### src/link_mgr_map.svh
`ifndef LINK_MGR_MAP_SVH
`define LINK_MGR_MAP_SVH

// Register byte offsets on the APB slave.
`define LINK_CONTROL_REG_OFS     8'h00
`define LINK_STATUS_REG_OFS      8'h04
`define LINK_CAPABILITIES_OFS    8'h08
`define SWITCH_CONTROL_REG_OFS   8'h0C
`define SYSTEM_CONTROL_REG_OFS   8'h10
`define DEVICE_CAPABILITIES_OFS  8'h14
`define SLOT_CAPABILITIES_OFS    8'h18
`define POWER_MGMT_CUSTOM_OFS    8'h1C
`define POWER_STATE_REG_OFS      8'h20
`define QUEUE_CONFIG_REG_OFS     8'h24

// Field positions.
`define ASPM_LSB                 0
`define RETRAIN_REQUEST_BIT      2
`define PORT_DISABLE_BIT         3
`define REGISTER_UNLOCK_BIT      0
`define L1_TIMER_LSB             3
`define LINK_UP_STATUS_BIT       7
`define STATE_STATUS_LSB         4
`define CAPTURED_VALUE_LSB       8

// Link width codes.
`define WIDTH_X1                 4'h1
`define WIDTH_X2                 4'h2
`define WIDTH_X4                 4'h4
`define WIDTH_X8                 4'h8

// Reset values and the D3hot power state code.
`define MAX_WIDTH_RST            4'h4
`define FC_CREDITS_RST           8'h40
`define D3HOT_CODE               2'h3

// Entry timer scaling: cycles = (code + 1) shifted left by these.
`define L0S_TIMER_SHIFT          6
`define L1_TIMER_SHIFT           8

// Activity hold time.
`define ACT_HOLD_MS              200
`define CORE_CLK_MHZ             50
`define ACT_HOLD_CYCLES          (`ACT_HOLD_MS * `CORE_CLK_MHZ * 1000)

`endif

### src/link_mgr_pkg.sv
package link_mgr_pkg;

	typedef logic [3:0] width_t;

	typedef enum logic [2:0] {
		LS_DETECT   = 3'h0,
		LS_TRAIN    = 3'h1,
		LS_L0       = 3'h2,
		LS_L0S      = 3'h3,
		LS_L1       = 3'h4,
		LS_RECOVERY = 3'h5,
		LS_L23      = 3'h6,
		LS_DISABLED = 3'h7
	} link_state_e;

	typedef struct packed {
		link_state_e st;
		width_t      neg_width;
		width_t      max_width;
		logic        sw_unlock;
		logic        sys_unlock;
		logic [1:0]  aspm;
		logic        port_off;
		logic [1:0]  pwr_state;
		logic [7:0]  cap_scale;
		logic [1:0]  cap_value;
		logic [9:0]  slot_cap;
		logic [2:0]  l0s_code;
		logic [2:0]  l1_code;
		logic [11:0] l0s_cnt;
		logic [11:0] l1_cnt;
		logic        l1_req;
		logic [7:0]  fc_cfg;
		logic [7:0]  lane_pd;
		logic [7:0]  lane_l1;
		logic        recov;
		logic        flush;
		logic        ur;
		logic        fc_adv;
		logic        spl_send;
		logic        link_up;
		logic        traffic_block;
		logic        pready;
		logic        pslverr;
		logic [31:0] prdata;
	} mgr_state_s;

endpackage : link_mgr_pkg

### src/activity_stretch.sv
`timescale 1ns/10ps
`include "link_mgr_map.svh"

module activity_stretch #(
	parameter int unsigned HOLD_CYCLES = `ACT_HOLD_CYCLES
) (
	// Clock and reset.
	input  wire logic core_clk,
	input  wire logic rst_n,
	// Qualified packet event.
	input  wire logic pkt_event,
	// Stretched activity level.
	output logic      active_out
);
	typedef struct packed {
		logic [23:0] cnt;
		logic        act;
	} act_s;

	act_s s_ff;
	act_s nxt_s;

	localparam logic [23:0] LAST = 24'(HOLD_CYCLES - 1);

	// A new packet reloads the hold; the expander samples slowly,
	// so the level must outlast several of its update periods.
	always_comb begin
		nxt_s = s_ff;
		if (pkt_event) begin
			nxt_s.cnt = 24'h000000;
			nxt_s.act = 1'b1;
		end else if (s_ff.act) begin
			if (s_ff.cnt >= LAST) begin
				nxt_s.act = 1'b0;
			end else begin
				nxt_s.cnt = s_ff.cnt + 24'h000001;
			end
		end
	end

	// State register.
	always_ff @(posedge core_clk) begin
		if (!rst_n) begin
			s_ff <= '0;
		end else begin
			s_ff <= nxt_s;
		end
	end

	assign active_out = s_ff.act;

endmodule : activity_stretch

### src/switch_port_link_manager.sv
// Behaviour
// Merged trains x8/x4/x2/x1, unmerged x4/x2/x1.
// Report negotiated width in link status.
// Max width writable only when unlocked.
// Max width resets to x4.
// Merged narrow: upper group off, spare lanes L1.
// Unmerged narrow: unused lanes into L1.
// Disabled port powers down all lanes.
// Upstream retrain needs system unlock; go Recovery.
// Downstream retrain always allowed; go Recovery.
// Retraining never resets settings.
// Link down flushes queue, marks Unsupported.
// Config access works while link down.
// Link up advertises configured buffer credits.
// Upstream captures slot power scale, value.
// Downstream sends slot power on triggers.
// ASPM field enables hardware L0s/L1 entry.
// L0s after entry timer of idle.
// Only upstream requests L1; needs partner ack.
// D3hot puts link into L1.
// Turn-off ack enters L2/L3 Ready, no traffic.
// Link-up in L0, L0s, L1, Recovery.
// Activity held 200 ms after packets.
// Entry timers restart when conditions drop.
`timescale 1ns/10ps
`include "link_mgr_map.svh"

module switch_port_link_manager #(
	parameter int unsigned ACT_HOLD = `ACT_HOLD_CYCLES
) (
	// Clock and reset.
	input  wire logic                  core_clk,
	input  wire logic                  rst_n,
	// APB slave.
	input  wire logic                  psel,
	input  wire logic                  penable,
	input  wire logic                  pwrite,
	input  wire logic [7:0]            paddr,
	input  wire logic [31:0]           pwdata,
	output logic [31:0]                prdata,
	output logic                       pready,
	output logic                       pslverr,
	// Port straps.
	input  wire logic                  port_upstream,
	input  wire logic                  port_merged,
	// Physical layer events.
	input  wire logic                  phy_partner_present,
	input  wire logic                  phy_train_done,
	input  wire link_mgr_pkg::width_t  phy_partner_width,
	input  wire logic                  phy_link_fail,
	input  wire logic                  phy_exit_idle,
	// Power management conditions.
	input  wire logic                  l0s_idle_cond,
	input  wire logic                  l1_idle_cond,
	input  wire logic                  partner_l1_ack,
	input  wire logic                  turnoff_ack,
	// Slot power message receive.
	input  wire logic                  spl_rx_valid,
	input  wire logic [7:0]            spl_rx_byte0,
	input  wire logic [7:0]            spl_rx_byte1,
	// Packet activity.
	input  wire logic                  tx_pkt_valid,
	input  wire logic                  tx_pkt_vendor,
	input  wire logic                  rx_pkt_valid,
	input  wire logic                  rx_pkt_vendor,
	// Link control outputs.
	output link_mgr_pkg::link_state_e  link_state,
	output link_mgr_pkg::width_t       negotiated_width_field,
	output logic [7:0]                 lane_power_down,
	output logic [7:0]                 lane_low_power,
	output logic                       recovery_start,
	output logic                       l1_request,
	output logic                       queue_flush,
	output logic                       unsupported_mode,
	output logic                       traffic_block,
	output logic                       fc_advertise,
	output logic [7:0]                 fc_credits,
	output logic                       spl_send,
	output logic [9:0]                 spl_payload,
	// Status outputs.
	output logic                       port_link_up_out,
	output logic                       port_activity_out
);
	import link_mgr_pkg::*;

	localparam mgr_state_s S_RST = '{
		st: LS_DETECT, max_width: `MAX_WIDTH_RST,
		fc_cfg: `FC_CREDITS_RST, ur: 1'b1, default: '0};

	mgr_state_s s_ff;
	mgr_state_s nxt_s;
	logic [7:0] lane_pd_c;
	logic [7:0] lane_l1_c;
	logic       wr_fire;
	logic       hit;
	logic       retrain_wr;
	logic       l0s_done;
	logic       l1_done;
	logic [31:0] rd_c;

	// Widest legal width within the capability, partner and port limits.
	function automatic width_t pick_width(input width_t maxw,
		input width_t partner, input logic merged);
		width_t m;
		m = (maxw < partner) ? maxw : partner;
		if (!merged && m > `WIDTH_X4) begin
			m = `WIDTH_X4;
		end
		if (merged && m >= `WIDTH_X8) begin
			pick_width = `WIDTH_X8;
		end else if (m >= `WIDTH_X4) begin
			pick_width = `WIDTH_X4;
		end else if (m >= `WIDTH_X2) begin
			pick_width = `WIDTH_X2;
		end else begin
			pick_width = `WIDTH_X1;
		end
	endfunction : pick_width

	// Entry timer code to cycle count.
	function automatic logic [11:0] entry_cycles(input logic [2:0] code,
		input logic is_l1);
		logic [11:0] base;
		base = {9'h000, code} + 12'h001;
		entry_cycles = is_l1 ? (base << `L1_TIMER_SHIFT)
			: (base << `L0S_TIMER_SHIFT);
	endfunction : entry_cycles

	// States in which the data link layer is up.
	function automatic logic is_up(input link_state_e st);
		is_up = (st == LS_L0) || (st == LS_L0S) || (st == LS_L1)
			|| (st == LS_RECOVERY);
	endfunction : is_up

	// Per-lane power: lanes beyond the trained width idle in L1, the
	// upper group of a narrow merged port is shut off.
	generate
		for (genvar i = 0; i < 8; i++) begin : g_lane
			logic own;
			assign own = port_merged || (i < 4);
			assign lane_pd_c[i] = own && ((s_ff.st == LS_DISABLED)
				|| (is_up(s_ff.st) && port_merged && i >= 4
				&& s_ff.neg_width < `WIDTH_X8));
			assign lane_l1_c[i] = own && is_up(s_ff.st)
				&& !lane_pd_c[i] && (i >= s_ff.neg_width);
		end
	endgenerate

	// Address decode and read mux; config access ignores link state.
	always_comb begin
		hit = 1'b1;
		rd_c = 32'h00000000;
		case (paddr)
			`LINK_CONTROL_REG_OFS: begin
				rd_c[1:0] = s_ff.aspm;
				rd_c[`PORT_DISABLE_BIT] = s_ff.port_off;
			end
			`LINK_STATUS_REG_OFS: begin
				rd_c[3:0] = s_ff.neg_width;
				rd_c[6:4] = s_ff.st;
				rd_c[`LINK_UP_STATUS_BIT] = s_ff.link_up;
			end
			`LINK_CAPABILITIES_OFS: rd_c[3:0] = s_ff.max_width;
			`SWITCH_CONTROL_REG_OFS: rd_c[0] = s_ff.sw_unlock;
			`SYSTEM_CONTROL_REG_OFS: rd_c[0] = s_ff.sys_unlock;
			`DEVICE_CAPABILITIES_OFS: rd_c[9:0] = {s_ff.cap_value,
				s_ff.cap_scale};
			`SLOT_CAPABILITIES_OFS: rd_c[9:0] = s_ff.slot_cap;
			`POWER_MGMT_CUSTOM_OFS: rd_c[5:0] = {s_ff.l1_code,
				s_ff.l0s_code};
			`POWER_STATE_REG_OFS: rd_c[1:0] = s_ff.pwr_state;
			`QUEUE_CONFIG_REG_OFS: rd_c[7:0] = s_ff.fc_cfg;
			default: hit = 1'b0;
		endcase
	end

	// A write lands at the edge where the master sees pready high.
	assign wr_fire = psel && penable && s_ff.pready && pwrite && hit;
	assign retrain_wr = wr_fire && (paddr == `LINK_CONTROL_REG_OFS)
		&& pwdata[`RETRAIN_REQUEST_BIT]
		&& (!port_upstream || s_ff.sys_unlock);
	assign l0s_done = s_ff.l0s_cnt >= entry_cycles(s_ff.l0s_code, 1'b0)
		- 12'h001;
	assign l1_done = s_ff.l1_cnt >= entry_cycles(s_ff.l1_code, 1'b1)
		- 12'h001;

	// Next state: bus, register writes, link state machine, timers.
	always_comb begin
		nxt_s = s_ff;
		nxt_s.recov = 1'b0;
		nxt_s.flush = 1'b0;
		nxt_s.fc_adv = 1'b0;
		nxt_s.spl_send = 1'b0;
		nxt_s.lane_pd = lane_pd_c;
		nxt_s.lane_l1 = lane_l1_c;
		// One wait state: pready rises in the second access cycle.
		nxt_s.pready = psel && penable && !s_ff.pready;
		nxt_s.pslverr = psel && penable && !s_ff.pready && !hit;
		nxt_s.prdata = (psel && penable && !s_ff.pready) ? rd_c
			: 32'h00000000;
		if (wr_fire) begin
			case (paddr)
				`LINK_CONTROL_REG_OFS: begin
					nxt_s.aspm = pwdata[1:0];
					nxt_s.port_off = pwdata[`PORT_DISABLE_BIT];
				end
				`LINK_CAPABILITIES_OFS: begin
					if (s_ff.sw_unlock) begin
						nxt_s.max_width = pwdata[3:0];
					end
				end
				`SWITCH_CONTROL_REG_OFS: nxt_s.sw_unlock = pwdata[0];
				`SYSTEM_CONTROL_REG_OFS: nxt_s.sys_unlock = pwdata[0];
				`SLOT_CAPABILITIES_OFS: begin
					nxt_s.slot_cap = pwdata[9:0];
					nxt_s.spl_send = !port_upstream
						&& is_up(s_ff.st);
				end
				`POWER_MGMT_CUSTOM_OFS: begin
					nxt_s.l0s_code = pwdata[2:0];
					nxt_s.l1_code = pwdata[5:3];
				end
				`POWER_STATE_REG_OFS: nxt_s.pwr_state = pwdata[1:0];
				`QUEUE_CONFIG_REG_OFS: nxt_s.fc_cfg = pwdata[7:0];
				default: nxt_s.fc_cfg = s_ff.fc_cfg;
			endcase
		end
		if (spl_rx_valid && port_upstream) begin
			nxt_s.cap_scale = spl_rx_byte0;
			nxt_s.cap_value = spl_rx_byte1[1:0];
		end
		// Entry timers count only while conditions hold.
		if (s_ff.st == LS_L0 && s_ff.aspm[0] && l0s_idle_cond) begin
			nxt_s.l0s_cnt = (&s_ff.l0s_cnt) ? s_ff.l0s_cnt
				: s_ff.l0s_cnt + 12'h001;
		end else begin
			nxt_s.l0s_cnt = 12'h000;
		end
		if ((s_ff.st == LS_L0 || s_ff.st == LS_L0S) && s_ff.aspm[1]
			&& l1_idle_cond) begin
			nxt_s.l1_cnt = (&s_ff.l1_cnt) ? s_ff.l1_cnt
				: s_ff.l1_cnt + 12'h001;
		end else begin
			nxt_s.l1_cnt = 12'h000;
			nxt_s.l1_req = 1'b0;
		end
		// Retraining touches only the link state, never the settings.
		case (s_ff.st)
			LS_DETECT: begin
				if (phy_partner_present) begin
					nxt_s.st = LS_TRAIN;
				end
			end
			LS_TRAIN, LS_RECOVERY: begin
				if (phy_train_done) begin
					nxt_s.st = LS_L0;
					nxt_s.neg_width = pick_width(s_ff.max_width,
						phy_partner_width, port_merged);
					if (s_ff.st == LS_TRAIN) begin
						nxt_s.fc_adv = 1'b1;
						nxt_s.spl_send = !port_upstream;
					end
				end
			end
			LS_L0: begin
				if (s_ff.pwr_state == `D3HOT_CODE) begin
					nxt_s.st = LS_L1;
				end else if (l1_done && s_ff.aspm[1] && l1_idle_cond
					&& port_upstream) begin
					nxt_s.l1_req = 1'b1;
				end else if (l0s_done && s_ff.aspm[0]
					&& l0s_idle_cond) begin
					nxt_s.st = LS_L0S;
				end
			end
			LS_L0S: begin
				if (s_ff.pwr_state == `D3HOT_CODE) begin
					nxt_s.st = LS_L1;
				end else if (l1_done && s_ff.aspm[1] && l1_idle_cond
					&& port_upstream) begin
					nxt_s.l1_req = 1'b1;
				end else if (!l0s_idle_cond || phy_exit_idle) begin
					nxt_s.st = LS_L0;
				end
			end
			LS_L1: begin
				if (phy_exit_idle) begin
					nxt_s.st = LS_RECOVERY;
				end
			end
			LS_L23: nxt_s.st = LS_L23;
			LS_DISABLED: begin
				if (!s_ff.port_off) begin
					nxt_s.st = LS_DETECT;
				end
			end
			default: nxt_s.st = LS_DETECT;
		endcase
		if (s_ff.l1_req && partner_l1_ack) begin
			nxt_s.st = LS_L1;
			nxt_s.l1_req = 1'b0;
		end
		// Higher priority events override the sequence above.
		if (s_ff.port_off && s_ff.st != LS_DISABLED) begin
			nxt_s.st = LS_DISABLED;
		end else if (phy_link_fail && s_ff.st != LS_DETECT
			&& s_ff.st != LS_DISABLED) begin
			nxt_s.st = LS_DETECT;
		end else if (turnoff_ack && (s_ff.st == LS_L0
			|| s_ff.st == LS_L0S || s_ff.st == LS_L1)) begin
			nxt_s.st = LS_L23;
		end else if (retrain_wr && (s_ff.st == LS_L0
			|| s_ff.st == LS_L0S || s_ff.st == LS_L1)) begin
			nxt_s.st = LS_RECOVERY;
			nxt_s.recov = 1'b1;
		end
		if (nxt_s.st != LS_L0 && nxt_s.st != LS_L0S) begin
			nxt_s.l1_req = 1'b0;
		end
		nxt_s.link_up = is_up(nxt_s.st);
		nxt_s.flush = is_up(s_ff.st) && !is_up(nxt_s.st);
		nxt_s.ur = !is_up(nxt_s.st);
		nxt_s.traffic_block = (nxt_s.st == LS_L23);
		// A disable or link loss in the training cycle must not leak credits.
		if (!is_up(nxt_s.st)) begin
			nxt_s.fc_adv = 1'b0;
			nxt_s.spl_send = 1'b0;
		end
	end

	// State register with synchronous reset.
	always_ff @(posedge core_clk) begin
		if (!rst_n) begin
			s_ff <= S_RST;
		end else begin
			s_ff <= nxt_s;
		end
	end

	// Activity excludes vendor-defined messages.
	activity_stretch #(
		.HOLD_CYCLES (ACT_HOLD)
	) u_act (
		.core_clk   (core_clk),
		.rst_n      (rst_n),
		.pkt_event  ((tx_pkt_valid && !tx_pkt_vendor)
			|| (rx_pkt_valid && !rx_pkt_vendor)),
		.active_out (port_activity_out)
	);

	// Outputs straight from the state register.
	assign prdata = s_ff.prdata;
	assign pready = s_ff.pready;
	assign pslverr = s_ff.pslverr;
	assign link_state = s_ff.st;
	assign negotiated_width_field = s_ff.neg_width;
	assign lane_power_down = s_ff.lane_pd;
	assign lane_low_power = s_ff.lane_l1;
	assign recovery_start = s_ff.recov;
	assign l1_request = s_ff.l1_req;
	assign queue_flush = s_ff.flush;
	assign unsupported_mode = s_ff.ur;
	assign traffic_block = s_ff.traffic_block;
	assign fc_advertise = s_ff.fc_adv;
	assign fc_credits = s_ff.fc_cfg;
	assign spl_send = s_ff.spl_send;
	assign spl_payload = s_ff.slot_cap;
	assign port_link_up_out = s_ff.link_up;
endmodule : switch_port_link_manager

### config.mk
export PLATFORM = sky130hd
export DESIGN_NAME = switch_port_link_manager
export DESIGN_NICKNAME = d
export VERILOG_FILES = /design/src/link_mgr_pkg.sv /design/src/activity_stretch.sv /design/src/switch_port_link_manager.sv
export VERILOG_INCLUDE_DIRS = /design/src
export SDC_FILE = /design/constraint.sdc
export NUM_CORES = 1
export LEC_CHECK = 0
export ABC_AREA = 1
export BUFFER_PORTS_ARGS = -buffer_cell sky130_fd_sc_hd__buf_4
export CORE_MARGIN = 1.5
export CORE_UTILIZATION = 35
export DETAILED_ROUTE_END_ITERATION = 10
export GPL_ROUTABILITY_DRIVEN = 0
export SYNTH_ARGS = -nofsm -noshare
export SYNTH_HDL_FRONTEND = slang
export SYNTH_SLANG_ARGS = --single-unit
### constraint.sdc
create_clock -name core_clk -period 2.5 [get_ports core_clk]
set_input_delay 0.375 -clock core_clk [delete_from_list [all_inputs] [get_ports core_clk]]
set_output_delay 0.375 -clock core_clk [all_outputs]
set_load 0.02 [all_outputs]
==> results.rst <==
.. list-table::
   :header-rows: 1

   * - Metric
     - Value
   * - IO buf count
     - 113
   * - Sequential fraction of the synthesis area
     - 0.370
   * - Number of iterations in the first detailed-routing pass
     - 4
   * - Number of antenna violations at the first check in global routing
     - 0
   * - Antenna viol nets, final
     - 0
   * - Cell depth of the worst hold path
     - 3
   * - Top_reg_cell synth
     - sky130_fd_sc_hd__dfxtp_1
   * - Average wire length per cell after detail routing
     - 13.7 µm
   * - Die boundary width
     - 145 µm
   * - Kind of end point of the critical path
     - flop
   * - GRT overflow
     - 0
   * - M1 WL
     - 8710 µm
   * - Most common library cell in the layout ignoring fill and taps
     - sky130_fd_sc_hd__nand2_1
   * - Max-Slew Margin vs Limit
     - 0.568
   * - R2R cell count
     - 21
   * - Shortest clock period the worst path allows after layout
     - 2360 ps
   * - Maximum clock path buffer count
     - 2
   * - Worst min-delay path class
     - in -> reg
   * - Wire length reported by the detailed router
     - 18400 µm
   * - Antenna diode count
     - 0
   * - EDFF count, synth
     - 0
   * - Initial Utilization
     - 0.361
   * - Placed wire-length estimate
     - 14200 µm
   * - Via count
     - 6289
   * - Path type of the worst setup path
     - reg -> reg
   * - Number of standard-cell rows in the floorplan
     - 51
   * - Vertical extent of the die
     - 145 µm
   * - Largest fanout on the critical path
     - 3
   * - CP required
     - 2820 ps
   * - Slew of the pin with the lowest slew margin
     - 648 ps
   * - TritonCTS clock tree
     - done
   * - First-iteration detailed-routing DRC count
     - 378
   * - Met3 routed WL
     - 1160 µm
   * - Detailed-routed wire length on met2
     - 8220 µm
   * - # Max-Cap Violations
     - 0
   * - Total track usage
     - 0.178
   * - Boundary pin count
     - 164
   * - Number of filler cells placed in the layout
     - 2098
   * - IR drop worst, VDD
     - 0.443 mV
   * - Final nets
     - 1157
   * - Result of the run
     - completed
   * - Fin. max-slew vios
     - 0
   * - Power after layout
     - 5.83 mW
   * - Finish-stage setup viols
     - 0
   * - Buffer cell driving the clock tree root
     - sky130_fd_sc_hd__clkbuf_16
   * - Syn Std Cell Area
     - 0.00709 mm²
   * - Clock skew after layout
     - 7.50 ps
   * - Final worst path period share
     - 0.946
   * - Cell count after placement
     - 1304
   * - Post-synthesis cell type count
     - 49
   * - Total of flip-flops plus latches after synthesis
     - 131
   * - Core Box Area
     - 0.0197 mm²
   * - Startpoint of the most critical hold path
     - pwdata[6]
   * - Start of the worst register-to-register path
     - s_ff[90]
   * - Total number of H-tree levels
     - 4
   * - Startpoint types
     - flop
   * - Average via count per standard cell
     - 4.71
   * - Pwr/cell area
     - 691 mW/mm²
   * - Largest net degree at the start of global routing
     - 50
   * - Setup repair after global routing missed its margin
     - yes
   * - TritonCTS Buffers
     - 17
   * - Max layer used
     - met4
   * - Capture instance of the worst register-to-register path
     - traffic_block
   * - Min-Delay Endpoint
     - fc_credits[6]
   * - Worst-case register-to-register setup slack
     - 140 ps
   * - Endpoint arrival time on the critical path
     - 2690 ps
   * - Sinks on the clock net
     - 131
   * - Global-route wire length before repair
     - 29900 µm
   * - Fraction of registers with async set or reset after synthesis
     - 0
   * - Top library cells by usage in the layout, fill and taps aside
     - sky130_fd_sc_hd__nand2_1 (161), sky130_fd_sc_hd__dfxtp_1 (130), sky130_fd_sc_hd__buf_4 (125), sky130_fd_sc_hd__inv_1 (112), sky130_fd_sc_hd__nor2_1 (98)
   * - Vias in the first global route
     - 5813
   * - Max Fclk
     - 423 MHz
   * - Post-synthesis cell count
     - 979
   * - Clock transition time at the flip-flop clock pins of the worst setup and hold paths
     - 60 ps
   * - Number of warnings reported in the yosys synthesis log
     - 0
   * - Total leakage power
     - 3.61 nW
   * - Final non-filler cell total
     - 1336
   * - Clock latency of the later-clocked register in the worst-skew pair
     - 430 ps
   * - Number of hold-slack violations in the final timing report
     - 0
   * - Remaining DRCs
     - 0
   * - Die area
     - 0.0211 mm²
   * - Share of cells above drive strength 1
     - 0.202
   * - Area added between synthesis and finish
     - 18.9%
   * - Syn avg cell area
     - 7.25 µm²
final cells by class:
class                   count  area (µm²)  share of cell area
inverters                 127         480              0.0570
clock inverters            13         159              0.0188
repair buffers            125         938               0.111
flip-flops and latches    131        2620               0.311
well taps                 265         332              0.0393
multi-input cells         656        3450               0.410
clock buffers              19         443              0.0525
power by group:
part           switching [mW]  leakage, nW  total (mW)  internal [mW]
logic                   0.638         2.26        1.00          0.363
registers              0.0870         1.06        2.27           2.18
clock network           0.971        0.289        2.56           1.59
total                    1.70         3.61        5.83           4.13
logic make-up after synthesis:
group                    after synthesis  share of synthesized area
AND/OR/NAND/NOR                      392                      0.255
buffers and inverters                217                      0.158
AO/OA/AOI/OAI                        190                      0.147
flip-flops                           131                      0.370
XOR/XNOR                              29                     0.0358
adder cells (fa/ha/maj)               19                     0.0335
other                                  1                   0.000529
cells in the mapped netlist, drive strengths merged, types with 3 or more instances:
| master | number | area share |
|---|---|---|
| xor2 | 20 | 0.025 |
| nand3 | 42 | 0.032 |
| o211ai | 6 | 0.0063 |
| nor4 | 3 | 0.0026 |
| a31oi | 4 | 0.0035 |
| nor3 | 28 | 0.021 |
| ha | 19 | 0.034 |
| dfxtp | 131 | 0.37 |
| inv | 124 | 0.066 |
| xnor2 | 9 | 0.011 |
| nor2 | 109 | 0.065 |
| a211oi | 3 | 0.0032 |
| clkinv | 3 | 0.0018 |
| buf | 80 | 0.085 |
| o21ai | 75 | 0.053 |
| nand2 | 184 | 0.11 |
| a21oi | 78 | 0.055 |
| clkbuf | 10 | 0.0053 |
| a21boi | 3 | 0.0032 |
| o22ai | 6 | 0.0053 |
| o21a | 3 | 0.0032 |
| a221oi | 5 | 0.0062 |
| nand4 | 15 | 0.015 |
timing repair:
item | CTS | global route
setup buffers | 0 | 0
endpoints found under the setup margin | 1 | 3
pin swaps | 1 | 5
hold buffers | 0 | 0
gates resized for setup | 1 | 5
cloned | 0 | 0
metrics by stage:
step                setup WS, ps  area, µm²  utilization  setup TNS (ps)  hold slack [ps]
floorplan                    196       7190            -               0              439
global placement            45.3       7820        0.398               0              454
detailed placement          14.3       7820        0.398               0              458
CTS                        -2.01       8420        0.428           -2.01              151
global route                -132       8430        0.429            -259              184
finish                       136       8430        0.429               0              166
flip-flops by register name (all words and copies together) (netlist names):
name                    flops
lane_power_down             2
pready                      1
port_link_up_out            1
negotiated_width_field      4
unsupported_mode            1
prdata                     10
fc_credits                  8
u_act.active_out            1
pslverr                     1
lane_low_power              8
traffic_block               1
spl_payload                10
queue_flush                 1
link_state                  3
spl_send                    1
s_ff                       51
fc_advertise                1
l1_request                  1
u_act.s_ff                 24
recovery_start              1
worst max path at each step:
stage / startpoint / end / slack (ps) / cells past startpoint
2_1_floorplan: s_ff[90] / link_state[0] / 200 / 18
3_3_place_gp: s_ff[90] / traffic_block / 50 / 21
3_5_place_dp: s_ff[90] / traffic_block / 10 / 21
4_1_cts: s_ff[90] / traffic_block / -2 / 21
5_1_grt: s_ff[90] / traffic_block / -130 / 21
6_report: s_ff[90] / traffic_block / 140 / 21
critical path, cell delays in order, from the launching register on:
cell,delay [ps]
sky130_fd_sc_hd__dfxtp_2,320
sky130_fd_sc_hd__ha_2,170
sky130_fd_sc_hd__xor2_1,130
sky130_fd_sc_hd__or2_4,230
sky130_fd_sc_hd__a21oi_2,110
sky130_fd_sc_hd__o21ai_1,80
sky130_fd_sc_hd__ha_1,300
sky130_fd_sc_hd__nand2_1,70
sky130_fd_sc_hd__nor2_1,80
sky130_fd_sc_hd__nand3b_1,80
sky130_fd_sc_hd__nand2_1,110
sky130_fd_sc_hd__nand2_2,70
sky130_fd_sc_hd__nand2_1,50
sky130_fd_sc_hd__nand2_1,40
sky130_fd_sc_hd__nand2_1,50
sky130_fd_sc_hd__nand2_1,50
sky130_fd_sc_hd__nand2_1,50
sky130_fd_sc_hd__nand2_1,40
sky130_fd_sc_hd__nand2_1,50
sky130_fd_sc_hd__nand2_1,60
sky130_fd_sc_hd__nand2_1,60
sky130_fd_sc_hd__nor2_1,40
per-layer routing:
layer	vias to the layer above	GRT usage
li1	3267	-
met1	2838	0.234
met2	163	0.278
met3	21	0.0536
met4	0	0.0561
met5	-	0
Power figures use the tool's default switching activity.
